--- config.mk ---
export PLATFORM = sky130hd
export DESIGN_NAME = cpr_regs
export DESIGN_NICKNAME = d
export VERILOG_FILES = /design/src/design/cpr_pkg.sv /design/src/design/cpr_regs.sv
export SDC_FILE = /design/constraint.sdc
export NUM_CORES = 1
export LEC_CHECK = 0
export ABC_AREA = 1
export BUFFER_PORTS_ARGS = -buffer_cell sky130_fd_sc_hd__buf_2
export CORE_MARGIN = 2
export CORE_UTILIZATION = 52
export DETAILED_ROUTE_END_ITERATION = 8
export PLACE_DENSITY = 0.73
export SLEW_MARGIN = 20
export SYNTH_ARGS = -nofsm -noshare
export SYNTH_HDL_FRONTEND = slang
export SYNTH_SLANG_ARGS = --single-unit
--- constraint.sdc ---
create_clock -name clock -period 3.45 [get_ports clock]
set_clock_uncertainty 0.05 [all_clocks]
set_input_delay 0.69 -clock clock [delete_from_list [all_inputs] [get_ports clock]]
set_output_delay 0.69 -clock clock [all_outputs]
set_load 0.01 [all_outputs]
--- src/design/cpr_pkg.sv ---
// Package: register map, field positions, reset values and carriers for
// the calibration and playback control register bank.
// Assumes a 16-bit register port fed by the serial-port decoder.
package cpr_pkg;

   // ***********************************************************
   // Register addresses
   // ***********************************************************
   localparam logic [5:0] ADDR_CAL_CFG  = 6'h0D;
   localparam logic [5:0] ADDR_CMP_OFS  = 6'h0E;
   localparam logic [5:0] ADDR_UPDATE   = 6'h1D;
   localparam logic [5:0] ADDR_PLAY_CMD = 6'h1E;
   localparam logic [5:0] ADDR_RPT_SEL  = 6'h1F;
   localparam logic [5:0] ADDR_DLY      = 6'h20;

   // ***********************************************************
   // Field positions
   // ***********************************************************
   localparam int FLAG_LSB   = 9;    // Six result flags at 14:9
   localparam int FLAG_MSB   = 14;
   localparam int CAL_RST_B  = 8;
   localparam int CAL_USE_B  = 7;
   localparam int CAL_MEN_B  = 6;
   localparam int RNG_LSB    = 4;
   localparam int RNG_MSB    = 5;
   localparam int CLK_EN_B   = 3;
   localparam int DIV_LSB    = 0;
   localparam int DIV_MSB    = 2;
   localparam int OFS_LSB    = 8;    // Offset result at 14:8
   localparam int OFS_MSB    = 14;
   localparam int DONE_B     = 1;
   localparam int START_B    = 0;
   localparam int UPD_B      = 0;
   localparam int BUF_RD_B   = 3;
   localparam int MEM_ACC_B  = 2;
   localparam int PLAYING_B  = 1;
   localparam int RUN_B      = 0;
   localparam int RPT_B      = 0;

   // ***********************************************************
   // Reset values and timing
   // ***********************************************************
   localparam logic [2:0]  DIV_RST    = 3'h7;     // Divide by 512
   localparam logic [15:0] DLY_RST    = 16'h000E;
   localparam logic [2:0]  DIV_BASE   = 3'h2;     // Divide is 2^(2+N)
   localparam logic [8:0]  DIV_ONE    = 9'h001;
   localparam logic [7:0]  CAL_TICKS  = 8'h10;    // Cal clocks per cycle
   localparam logic [15:0] ZERO16     = 16'h0000;

   // ***********************************************************
   // Carriers
   // ***********************************************************
   typedef struct packed {
      logic       wr;
      logic       rd;
      logic [5:0] addr;
      logic [15:0] wdata;
   } cpr_req_t;

   typedef struct packed {
      logic [6:0] ofs;       // Comparator offset result
      logic [5:0] flags;     // Over/under flags, same order as 14:9
   } cpr_cal_res_t;

   typedef struct packed {
      logic        run;
      logic        rpt;
      logic [15:0] dly;
   } cpr_play_cfg_t;

endpackage

--- src/design/cpr_regs.sv ---
// Calibration and playback control register bank of a quad DAC.
// Assumes a serial-port decoder that issues one-cycle register requests,
// calibration circuitry that supplies its measured results, and a
// playback engine that reports the end of each pattern period.
//
// Behaviour
// - Six read-only over/underflow flags at 14:9
// - Pulse of bit 8 clears calibration results
// - Bit 7 shows calibration results in use
// - Gain calibration enabled only by bit 6
// - Bit 3 gates the calibration clock
// - Calibration clock is clock over 2^(2+N)
// - Offset result readable at bits 14:8
// - Bit 1 flags calibration cycle finished
// - Bit 0 starts a calibration cycle
// - Update bit copies staged settings, self-clears
// - Buffer-read bit returns active, not staged
// - SRAM serial access only while bit 2
// - Bit 1 shows pattern being played
// - Run allows playback; cleared stops after trigger
// - Repeat mode: continuous or counted repeats
// - Playback starts delay plus two after trigger fall
`timescale 1ns/1ps

module cpr_regs (
   // Clock and reset
   input  wire logic                  clock,
   input  wire logic                  nrst,
   // Register port
   input  wire cpr_pkg::cpr_req_t     req,
   output logic [15:0]                rdata,
   output logic                       rvalid,
   // Calibration circuitry
   input  wire cpr_pkg::cpr_cal_res_t cal_meas,
   output logic                       cal_tick,
   output logic                       cal_busy,
   output logic                       gain_cal_en,
   output logic [1:0]                 cmp_ofs_range,
   // Playback engine
   input  wire logic                  trigger,
   input  wire logic                  pattern_end,
   input  wire logic [15:0]           repeat_count,
   output cpr_pkg::cpr_play_cfg_t     play_cfg,
   output logic                       play_start,
   output logic                       playing,
   output logic                       sram_access_en
);

   // ***********************************************************
   // State
   // ***********************************************************
   typedef enum logic [1:0] {C_IDLE, C_RUN, C_STORE} cpr_cal_st_t;
   typedef enum logic [1:0] {P_IDLE, P_DELAY, P_PLAY} cpr_play_st_t;

   typedef struct packed {
      logic [15:0]           rdata;
      logic                  rvalid;
      // Calibration configuration
      logic                  cal_rst;
      logic                  mode_en;
      logic [1:0]            rng;
      logic                  clk_en;
      logic [2:0]            div;
      logic                  start;
      // Calibration engine
      cpr_cal_st_t           cst;
      logic [8:0]            div_cnt;
      logic                  tick;
      logic [7:0]            tick_cnt;
      cpr_pkg::cpr_cal_res_t res;
      logic                  done;
      logic                  in_use;
      // Playback configuration
      logic                  upd;
      logic                  buf_rd;
      logic                  mem_acc;
      cpr_pkg::cpr_play_cfg_t stg;
      cpr_pkg::cpr_play_cfg_t act;
      // Playback engine
      cpr_play_st_t          pst;
      logic [15:0]           dly_cnt;
      logic [15:0]           rpt_cnt;
      logic                  trig_prev;
      logic                  start_p;
   } cpr_state_t;

   cpr_state_t s_q;
   cpr_state_t s_d;

   // Last count of the calibration clock divider for setting n
   function automatic logic [8:0] div_last(input logic [2:0] n);
      logic [3:0] sh;
      sh = {1'b0, n} + {1'b0, cpr_pkg::DIV_BASE};
      div_last = 9'((10'(1) << sh) - 10'(1));
   endfunction

   // Write strobe for one register address
   function automatic logic wr_hit(input cpr_pkg::cpr_req_t r,
                                   input logic [5:0] a);
      wr_hit = r.wr && (r.addr == a);
   endfunction

   logic trig_fall;

   // Trigger falling edge, trigger is synchronous to the clock;
   // a rising edge needs no action, playback arms only on the fall
   assign trig_fall = s_q.trig_prev && !trigger;

   // ***********************************************************
   // Next state
   // ***********************************************************
   // One pass computes every next value; later blocks override
   // earlier ones, so the calibration reset has the last word over
   // the sequencer, and the update copy runs before a new update
   // write, so a write in the copy cycle is not lost
   always_comb begin
      s_d = s_q;
      s_d.rvalid = 1'b0;
      s_d.tick = 1'b0;
      s_d.start_p = 1'b0;
      s_d.trig_prev = trigger;

      // Calibration configuration writes
      if (wr_hit(req, cpr_pkg::ADDR_CAL_CFG)) begin
         s_d.cal_rst = req.wdata[cpr_pkg::CAL_RST_B];
         s_d.mode_en = req.wdata[cpr_pkg::CAL_MEN_B];
         s_d.rng     = req.wdata[cpr_pkg::RNG_MSB:cpr_pkg::RNG_LSB];
         s_d.clk_en  = req.wdata[cpr_pkg::CLK_EN_B];
         s_d.div     = req.wdata[cpr_pkg::DIV_MSB:cpr_pkg::DIV_LSB];
      end

      // Calibration clock divider, runs only while enabled
      // Compare is >= so a smaller divider written mid-count
      // wraps at once instead of running on to the old limit
      // Clock gate
      if (!s_q.clk_en) begin
         s_d.div_cnt = '0;
      end else if (s_q.div_cnt >= div_last(s_q.div)) begin
         s_d.div_cnt = '0;
         s_d.tick = 1'b1;
      end else begin
         s_d.div_cnt = s_q.div_cnt + cpr_pkg::DIV_ONE;
      end

      // Calibration cycle sequencer
      // Results are sampled on the last tick and the flag rises one
      // cycle later, so a poll that sees done also sees the results
      unique case (s_q.cst)
         C_IDLE: begin
            if (wr_hit(req, cpr_pkg::ADDR_CMP_OFS)
                && req.wdata[cpr_pkg::START_B] && !s_q.start) begin
               s_d.cst = C_RUN;
               s_d.done = 1'b0;
               s_d.tick_cnt = '0;
            end
         end
         C_RUN: begin
            if (s_q.tick) begin
               s_d.tick_cnt = s_q.tick_cnt + 8'h01;
               if (s_q.tick_cnt == cpr_pkg::CAL_TICKS - 8'h01) begin
                  s_d.res = cal_meas;
                  s_d.cst = C_STORE;
               end
            end
         end
         C_STORE: begin
            s_d.done = 1'b1;
            s_d.in_use = 1'b1;
            s_d.cst = C_IDLE;
         end
         default: s_d.cst = C_IDLE;
      endcase

      // Start bit is plain storage; the edge above launches a cycle
      // A start bit left at one blocks a new cycle until cleared
      if (wr_hit(req, cpr_pkg::ADDR_CMP_OFS)) begin
         s_d.start = req.wdata[cpr_pkg::START_B];
      end

      // The falling write of the reset bit clears results and flags
      // and aborts a running cycle; it also outranks a cycle that
      // completes in the same clock, so no stale flag survives
      // High then low clears
      if (s_q.cal_rst && wr_hit(req, cpr_pkg::ADDR_CAL_CFG)
          && !req.wdata[cpr_pkg::CAL_RST_B]) begin
         s_d.res = '0;
         s_d.done = 1'b0;
         s_d.in_use = 1'b0;
         s_d.cst = C_IDLE;
      end

      // Playback command and staged settings
      if (wr_hit(req, cpr_pkg::ADDR_PLAY_CMD)) begin
         s_d.buf_rd  = req.wdata[cpr_pkg::BUF_RD_B];
         s_d.mem_acc = req.wdata[cpr_pkg::MEM_ACC_B];
         s_d.stg.run = req.wdata[cpr_pkg::RUN_B];
      end
      if (wr_hit(req, cpr_pkg::ADDR_RPT_SEL)) begin
         s_d.stg.rpt = req.wdata[cpr_pkg::RPT_B];
      end
      if (wr_hit(req, cpr_pkg::ADDR_DLY)) begin
         s_d.stg.dly = req.wdata;
      end

      // The copy lands one clock after the write, so a read in
      // between still sees the update bit set
      // Copy then self-clear
      if (s_q.upd) begin
         s_d.act = s_q.stg;
         s_d.upd = 1'b0;
      end
      if (wr_hit(req, cpr_pkg::ADDR_UPDATE) && req.wdata[cpr_pkg::UPD_B]) begin
         s_d.upd = 1'b1;
      end

      // Trigger history resets high, so a trigger already low at
      // reset release reads as a fall; only run, reset to zero, keeps it from arming playback
      // With repeat mode on and a count of zero, playback ends at
      // the first pattern end, since the count is already reached
      // Playback sequencer
      unique case (s_q.pst)
         P_IDLE: begin
            if (s_q.act.run && trig_fall) begin
               s_d.pst = P_DELAY;
               s_d.dly_cnt = s_q.act.dly;
            end
         end
         P_DELAY: begin
            if (s_q.dly_cnt == cpr_pkg::ZERO16) begin
               s_d.pst = P_PLAY;
               s_d.start_p = 1'b1;
               s_d.rpt_cnt = '0;
            end else begin
               s_d.dly_cnt = s_q.dly_cnt - 16'h0001;
            end
         end
         P_PLAY: begin
            if (pattern_end && s_q.act.rpt) begin
               s_d.rpt_cnt = s_q.rpt_cnt + 16'h0001;
               if (s_q.rpt_cnt + 16'h0001 >= repeat_count) begin
                  s_d.pst = P_IDLE;
               end
            end
         end
         default: s_d.pst = P_IDLE;
      endcase

      if (s_q.pst != P_IDLE && !s_q.act.run && trig_fall) begin
         s_d.pst = P_IDLE;
      end

      // Reserved bits and unmapped addresses read as zero; a read
      // and a write in one cycle return the value before the write
      // Register read, answered one cycle later
      if (req.rd) begin
         s_d.rvalid = 1'b1;
         s_d.rdata = '0;
         unique case (req.addr)
            cpr_pkg::ADDR_CAL_CFG: begin
               s_d.rdata[cpr_pkg::FLAG_MSB:cpr_pkg::FLAG_LSB] = s_q.res.flags;
               s_d.rdata[cpr_pkg::CAL_RST_B] = s_q.cal_rst;
               s_d.rdata[cpr_pkg::CAL_USE_B] = s_q.in_use;
               s_d.rdata[cpr_pkg::CAL_MEN_B] = s_q.mode_en;
               s_d.rdata[cpr_pkg::RNG_MSB:cpr_pkg::RNG_LSB] = s_q.rng;
               s_d.rdata[cpr_pkg::CLK_EN_B] = s_q.clk_en;
               s_d.rdata[cpr_pkg::DIV_MSB:cpr_pkg::DIV_LSB] = s_q.div;
            end
            cpr_pkg::ADDR_CMP_OFS: begin
               s_d.rdata[cpr_pkg::OFS_MSB:cpr_pkg::OFS_LSB] = s_q.res.ofs;
               s_d.rdata[cpr_pkg::DONE_B] = s_q.done;
               s_d.rdata[cpr_pkg::START_B] = s_q.start;
            end
            cpr_pkg::ADDR_UPDATE: begin
               s_d.rdata[cpr_pkg::UPD_B] = s_q.upd;
            end
            cpr_pkg::ADDR_PLAY_CMD: begin
               s_d.rdata[cpr_pkg::BUF_RD_B] = s_q.buf_rd;
               s_d.rdata[cpr_pkg::MEM_ACC_B] = s_q.mem_acc;
               s_d.rdata[cpr_pkg::PLAYING_B] = (s_q.pst == P_PLAY);
               s_d.rdata[cpr_pkg::RUN_B] =
                  s_q.buf_rd ? s_q.act.run : s_q.stg.run;
            end
            cpr_pkg::ADDR_RPT_SEL: begin
               s_d.rdata[cpr_pkg::RPT_B] =
                  s_q.buf_rd ? s_q.act.rpt : s_q.stg.rpt;
            end
            cpr_pkg::ADDR_DLY: begin
               s_d.rdata = s_q.buf_rd ? s_q.act.dly : s_q.stg.dly;
            end
            default: s_d.rdata = '0;  // Unmapped reads as zero
         endcase
      end
   end

   // ***********************************************************
   // State register
   // ***********************************************************
   // Synchronous reset; the divider and delay come up at their
   // default settings rather than zero
   always_ff @(posedge clock) begin
      if (!nrst) begin
         s_q <= '0;
         s_q.div <= cpr_pkg::DIV_RST;
         s_q.cst <= C_IDLE;
         s_q.pst <= P_IDLE;
         s_q.stg.dly <= cpr_pkg::DLY_RST;
         s_q.act.dly <= cpr_pkg::DLY_RST;
         s_q.trig_prev <= 1'b1;
      end else begin
         s_q <= s_d;
      end
   end

   // ***********************************************************
   // Outputs
   // ***********************************************************
   // Every output is a register or a decode of state, so no
   // request input reaches an output in the same cycle
   assign rdata = s_q.rdata;
   assign rvalid = s_q.rvalid;
   // Tick pulse is the gated calibration clock enable
   assign cal_tick = s_q.tick;
   assign cal_busy = (s_q.cst != C_IDLE);
   assign gain_cal_en = s_q.mode_en;
   assign cmp_ofs_range = s_q.rng;
   assign play_cfg = s_q.act;
   assign play_start = s_q.start_p;
   assign playing = (s_q.pst == P_PLAY);
   assign sram_access_en = s_q.mem_acc;

endmodule // cpr_regs

==> results of run 1 <==
[per-stage QoR]
| stage | power [mW] | cells | cell area [sq um] | util | worst slack [ps] |
|---|---|---|---|---|---|
| after floorplan | 1.94 | 1119 | 7750 | - | 717 |
| after global placement | 2.03 | 1341 | 8060 | 0.554 | 443 |
| after detailed placement | 2.03 | 1341 | 8060 | 0.554 | 306 |
| after CTS | 3.93 | 1373 | 8680 | 0.597 | 282 |
| after global routing | 4.07 | 1373 | 8690 | 0.598 | 8.76 |
| final | 3.92 | 1373 | 8690 | 0.598 | 305 |
[layer usage]
metal,vias up,GRT usage,part of all wire
li1,3655,-,-
met1,3158,0.318,0.47
met2,186,0.380,0.45
met3,22,0.0650,0.062
met4,2,0.0659,0.014
met5,-,0,0.00071
[kinds of logic (layout without fill, tap and decap cells)]
family / Yosys count / count (layout) / share of synthesized area
DFF: 136 / 136 / 0.351
and+or+nand+nor: 508 / 508 / 0.291
AOI/OAI and AO/OA: 210 / 210 / 0.147
adders and majority gates: 36 / 36 / 0.0581
xor gates and xnor gates: 22 / 22 / 0.0249
buffers and inverters: 207 / 277 / 0.127
[final timing paths]
check        cells after the start  slack, ps   endpoint      start
max                             15        310   s_q[102]   s_q[112]
min                              3        400     s_q[1]    trigger
max reg2reg                     15        310   s_q[102]   s_q[112]
min reg2reg                      2        410  rdata[11]  rdata[11]
[sequential cells by signal (all words and copies together), names as in the netlist]
signal	count
play_cfg	18
sram_access_en	1
s_q	95
gain_cal_en	1
cmp_ofs_range	2
rdata	16
cal_tick	1
rvalid	1
play_start	1
[cell usage after synthesis (8+ instances only)]
master,number
nand2_1,276
dfxtp_1,136
inv_1,130
nor2_1,118
a21oi_1,85
o21ai_0,84
nand3_1,55
buf_4,39
ha_1,36
o21ai_1,13
clkbuf_1,11
xnor2_1,11
xor2_1,11
buf_2,8
nand3_2,8
o21ai_2,8
[power by group]
group | internal, mW | switching, mW | total, mW
Clock | 1.21 | 0.703 | 1.92
Combinational | 0.139 | 0.254 | 0.394
Sequential | 1.59 | 0.0182 | 1.61
[critical path: cells and delay by family (launching register included)]
family / cells / cell delay, ps
xor gates and xnor gates: 1 / 150
AOI/OAI and AO/OA: 5 / 880
and+or+nand+nor: 3 / 350
adders and majority gates: 3 / 850
DFF: 1 / 480
buffers and inverters: 3 / 330
[placed cells by master, fill, tap and decap left out, types with 5 or more instances in the layout]
master and n:
clkbuf_16 17, buf_2 99, inv_2 7, ha_1 36, o211ai_1 5, o21ai_2 8
nand3_2 8, o21ai_1 13, inv_1 130, nor2_1 118, nor2_2 6, buf_4 6
o21ai_0 84, nor3_1 6, a21oi_1 85, nand3_1 55, dfxtp_1 136, nand2_2 7
xnor2_1 11, xor2_1 11, nand2_1 276, nand4_1 7
[layout make-up]
cell class,instances,area [sq um],area share
Inverter,140,526,0.0605
Multi-Input combinational cell,776,4050,0.466
Sequential cell,136,2720,0.313
Timing Repair Buffer,105,541,0.0622
Clock buffer,21,480,0.0553
Clock inverter,11,144,0.0166
Tap cell,184,230,0.0265
==> results.sh, run 1 <==
export IMPL_dp_hpwl_um=13400
export IMPL_slew_violations=0
export IMPL_h_tree_depth=4
export IMPL_finalHoldViolations=0
export IMPL_synth_top_area_cell="dfxtp_1"
export IMPL_row_count=44
export IMPL_grt_pass1_vias=6428
export IMPL_num_fill_cells=1369
export IMPL_post_cts_resized=0
export IMPL_area_growth_pct=12.2
export IMPL_grt_pass1_wl_um=30800
export IMPL_io_pins=100
export IMPL_start_kind="flip-flop"
export IMPL_power_density_mw_per_mm2=451
export IMPL_via_per_inst=5.12
export IMPL_syn_num_nets=1212
export IMPL_holdWs_ps=402
export IMPL_power_leakage_nw=4.19
export IMPL_place_gp_congestion=0.877
export IMPL_rsz0062_at_grt="false"
export IMPL_initial_core_util=0.533
export IMPL_drcViolationCount=0
export IMPL_cp_cell_sequence="inv_1, ha_1, inv_1, nand2_1, inv_1, nand3_1, ha_1, o21ai_0, xnor2_1, ha_1, a21oi_1, o21ai_0, a21oi_1, nand4_4, a21oi_1"
export IMPL_postCtsSetupBuffers=0
export IMPL_synthesis_area_sq_mm=0.00775
export IMPL_period_needed_ps=3140
export IMPL_num_vias=7023
export IMPL_fp_coreArea_sq_mm=0.0145
export IMPL_drt_first_pass_iters=5
export IMPL_slowest_delay_ps=480
export IMPL_worst_path_max_delay_cell="dfxtp_1"
export IMPL_tritoncts="yes"
export IMPL_cp_max_fo=9
export IMPL_final_nets=1269
export IMPL_synth_area_per_cell_sq_um=6.92
export IMPL_clock_path_buffers=2
export IMPL_clk_pin_slew_worst_paths_ps=60
export IMPL_drt_initial_drc_count=477
export IMPL_ant_nets=0
export IMPL_drive_above_1_share=0.163
export IMPL_clockRootBuffer="clkbuf_16"
export IMPL_ys_seq_area_frac=0.351
export IMPL_die_h_um=126
export IMPL_synthArstFlopShare=0
export IMPL_synth_ff_type="dfxtp_1"
export IMPL_track_usage=0.238
export IMPL_critPathRequiredTime_ps=3760
export IMPL_ir_worst_vdd_v=0.000393
export IMPL_grt_max_degree=44
export IMPL_synth_top_cell_area_share=0.351
export IMPL_tns_ps=0
export IMPL_ctsHoldBuffers=0
export IMPL_postRouteWirelength_um=18200
export IMPL_ys_types=46
export IMPL_ys_top_cells_by_area="dfxtp_1 35%, nand2_1 13%, inv_1 6.3%, ha_1 5.8%, nor2_1 5.7%"
export IMPL_maxCapViolations=0
export IMPL_syn_inst=1119
export IMPL_cts_sinks=136
export IMPL_wire_per_inst_um=13.3
export IMPL_synth_edff_count=0
export IMPL_worstMarginPinSlew_ps=702
export IMPL_gr_total_overflow=0
export IMPL_cp_end_kind="flip-flop"
export IMPL_ys_seq_elements=136
export IMPL_clock_fmax_mhz=318
export IMPL_max_slew_margin=0.531
export IMPL_setup_violations=0
export IMPL_hp_class="primary input to flip-flop"
export IMPL_die_area_sq_mm=0.0159
export IMPL_cp_arrival_ps=3450
export IMPL_cts_buffers_inserted=17
export IMPL_clk_latency_ps=420
export IMPL_status="finished, final reports clean"
export IMPL_die_w_um=126
export IMPL_io_buffers=99
export IMPL_path_class="flip-flop to flip-flop"
export IMPL_finalCritPeriodShare=0.911
export IMPL_antenna_cells=0
export IMPL_antenna_found_initial=1
export IMPL_ys_warn_count=0
Note: power is estimated with default switching activity, not from simulation.
==> run 2, diff against run 1 <==
- ABC_AREA: 1 -> default
==> results.sh, run 2 <==
export IMPL_largest_reg_flops=95
export IMPL_synth_edff_count=0
export IMPL_power_leakage_nw=3.38
export IMPL_row_count=43
export IMPL_finalHoldViolations=0
export IMPL_r2r_slack_ps=250
export IMPL_finalCritPeriodShare=0.928
export IMPL_drt_first_pass_iters=5
export IMPL_synthesis_area_sq_mm=0.00730
export IMPL_rsz0062_at_grt="false"
export IMPL_cp_max_fo=6
export IMPL_drive_above_1_share=0.184
export IMPL_slowest_delay_ps=500
export IMPL_max_slew_margin=0.478
export IMPL_fin_area_sq_mm=0.00828
export IMPL_path_class="flip-flop to flip-flop"
export IMPL_status="finished, final reports clean"
export IMPL_start_kind="flip-flop"
export IMPL_tritoncts="yes"
export IMPL_wire_per_inst_um=16.0
export IMPL_final_core_util=0.599
export IMPL_holdWs_ps=405
export IMPL_cp_arrival_ps=3520
export IMPL_num_fill_cells=1206
export IMPL_worst_path_max_delay_cell="or4b_1"
export IMPL_area_growth_pct=13.3
export IMPL_ir_worst_vdd_v=0.000304
export IMPL_clock_fmax_mhz=312
export IMPL_yosysMostFrequentCell="dfxtp_1"
export IMPL_period_needed_ps=3200
export IMPL_clockRootBuffer="clkbuf_16"
export IMPL_syn_inst=858
export IMPL_ys_top_cells_by_area="dfxtp_1 37%, mux2i_1 7.0%, ha_1 6.2%, nor2_1 4.7%, a21oi_1 4.2%"
export IMPL_layout_common_cells="133 x dfxtp_1, 99 x buf_2, 92 x nor2_1"
export IMPL_ctsHoldBuffers=0
export IMPL_ys_types=72
export IMPL_cts_buffers_inserted=17
export IMPL_place_worst_setup_slack_ps=-124
export IMPL_grt_pass1_wl_um=28300
export IMPL_ys_seq_elements=136
export IMPL_min_from="rdata[2]"
export IMPL_synth_top_area_cell="dfxtp_1"
export IMPL_regMostFlops="s_q"
export IMPL_clk_latency_ps=430
export IMPL_power_density_mw_per_mm2=426
export IMPL_slew_violations=0
export IMPL_holdPathStages=2
export IMPL_drt_initial_drc_count=462
export IMPL_io_buffers=99
export IMPL_timing_final_ws_setup_ps=249
export IMPL_ys_seq_area_frac=0.373
export IMPL_antenna_cells=0
export IMPL_tns_ps=0
export IMPL_die_h_um=123
export IMPL_place_gp_congestion=0.856
export IMPL_dpl_instance_area_sq_mm=0.00765
export IMPL_via_per_inst=5.75
export IMPL_dp_hpwl_um=12200
export IMPL_cp_cell_sequence="inv_1, ha_4, or4b_1, ha_1, nor2_1, nor3_1, xnor2_1, ha_1, a21o_1, a21o_1, a211oi_2, nand4_1, buf_4, nor2_1"
export IMPL_grt_pass1_vias=5729
export IMPL_postRouteWirelength_um=17600
export IMPL_num_vias=6349
export IMPL_hp_class="flip-flop to flip-flop"
export IMPL_antenna_found_initial=0
export IMPL_synth_top_cell_area_share=0.373
export IMPL_reg2regPathDepth=14
export IMPL_io_pins=100
export IMPL_track_usage=0.240
export IMPL_setup_violations=0
export IMPL_clock_path_buffers=2
export IMPL_ys_warn_count=0
export IMPL_gr_total_overflow=0
export IMPL_syn_num_nets=951
export IMPL_initial_core_util=0.528
export IMPL_regToRegEndpoint="s_q[103]"
export IMPL_clk_pin_slew_worst_paths_ps=60
export IMPL_final_common_cell="dfxtp_1"
export IMPL_holdPathEnd="rdata[2]"
export IMPL_ant_nets=0
export IMPL_synthArstFlopShare=0
export IMPL_drcViolationCount=0
export IMPL_die_w_um=123
export IMPL_synth_area_per_cell_sq_um=8.51
export IMPL_fp_coreArea_sq_mm=0.0138
export IMPL_synth_ff_type="dfxtp_1"
export IMPL_regToRegStartpoint="s_q[112]"
export IMPL_die_area_sq_mm=0.0150
export IMPL_maxCapViolations=0
export IMPL_final_nets=1005
export IMPL_grt_max_degree=61
export IMPL_cts_sinks=136
export IMPL_h_tree_depth=4
export IMPL_critPathRequiredTime_ps=3760
export IMPL_worstMarginPinSlew_ps=782
export IMPL_cp_end_kind="flip-flop"
export IMPL_synth_common_cells="136 x dfxtp_1, 92 x nor2_1, 81 x nand2_1"
[run 2: changes by cell type after synthesis, sizes merged, moves of 12 or more]
cell / change
nand2: -204
inv: -105
o21ai: -71
mux2i: +51
nor2: -37
a21oi: -23
clkbuf: +14
a22o: +12
nand3: -12
[run 2: area by class of cell]
class	instances	area (sq um)	area share
repair buffers	112	593	0.0716
well taps	180	225	0.0272
inverters	32	120	0.0145
flip-flops and latches	136	2730	0.329
clock buffers	17	425	0.0514
clock inverters	15	169	0.0204
multi-input cells	613	4020	0.486
[run 2: worst max path at each step]
stage / startpoint / endpoint / cells past startpoint
floorplan: s_q[112] / s_q[101] / 13
global placement: s_q[113] / s_q[104] / 13
detailed placement: s_q[113] / s_q[103] / 13
CTS: s_q[113] / s_q[103] / 14
global route: s_q[112] / s_q[100] / 14
finish: s_q[112] / s_q[103] / 14
[run 2: timing repair]
item | in CTS | in global routing
gates resized for setup | 0 | 5
buffers inserted | 2 | 0
setup endpoints to repair | 9 | 9
pin swaps | 1 | 2
[run 2: where the power goes]
part / switching, mW / internal (mW) / total [mW]
clock network: 0.736 / 1.08 / 1.81
registers: 0.00413 / 1.58 / 1.58
logic: 0.0842 / 0.0483 / 0.132
total: 0.825 / 2.70 / 3.53
[run 2: logic make-up after synthesis]
group / after synthesis / share of synthesized area
AOI/OAI and AO/OA: 181 / 0.165
xor gates and xnor gates: 27 / 0.0324
adders and majority gates: 36 / 0.0617
buffers and inverters: 109 / 0.0802
DFF: 136 / 0.373
muxes: 53 / 0.0730
and+or+nand+nor: 316 / 0.215
[run 2: metal layers]
metal,vias up,track usage,routed length (um)
met1,2971,0.323,8120
met2,196,0.378,8200
met4,0,0.0970,388
li1,3148,-,-
met5,-,0,0
met3,34,0.0479,937
[run 2: worst max-delay path, delay by kind of cell (launching register included)]
kind,cells,cell delay (ps)
buf+inv,2,360
simple gates,5,900
fa+ha+maj,3,790
flops,1,340
compound gates,3,610
xor+xnor,1,120
[run 2: through the flow]
stage                     total power [mW]  std cells
final                                 3.53       1105
after global routing                  3.64       1105
after CTS                             3.55       1105
after detailed placement              1.75       1071
after global placement                1.75       1071
after floorplan                       1.69        858
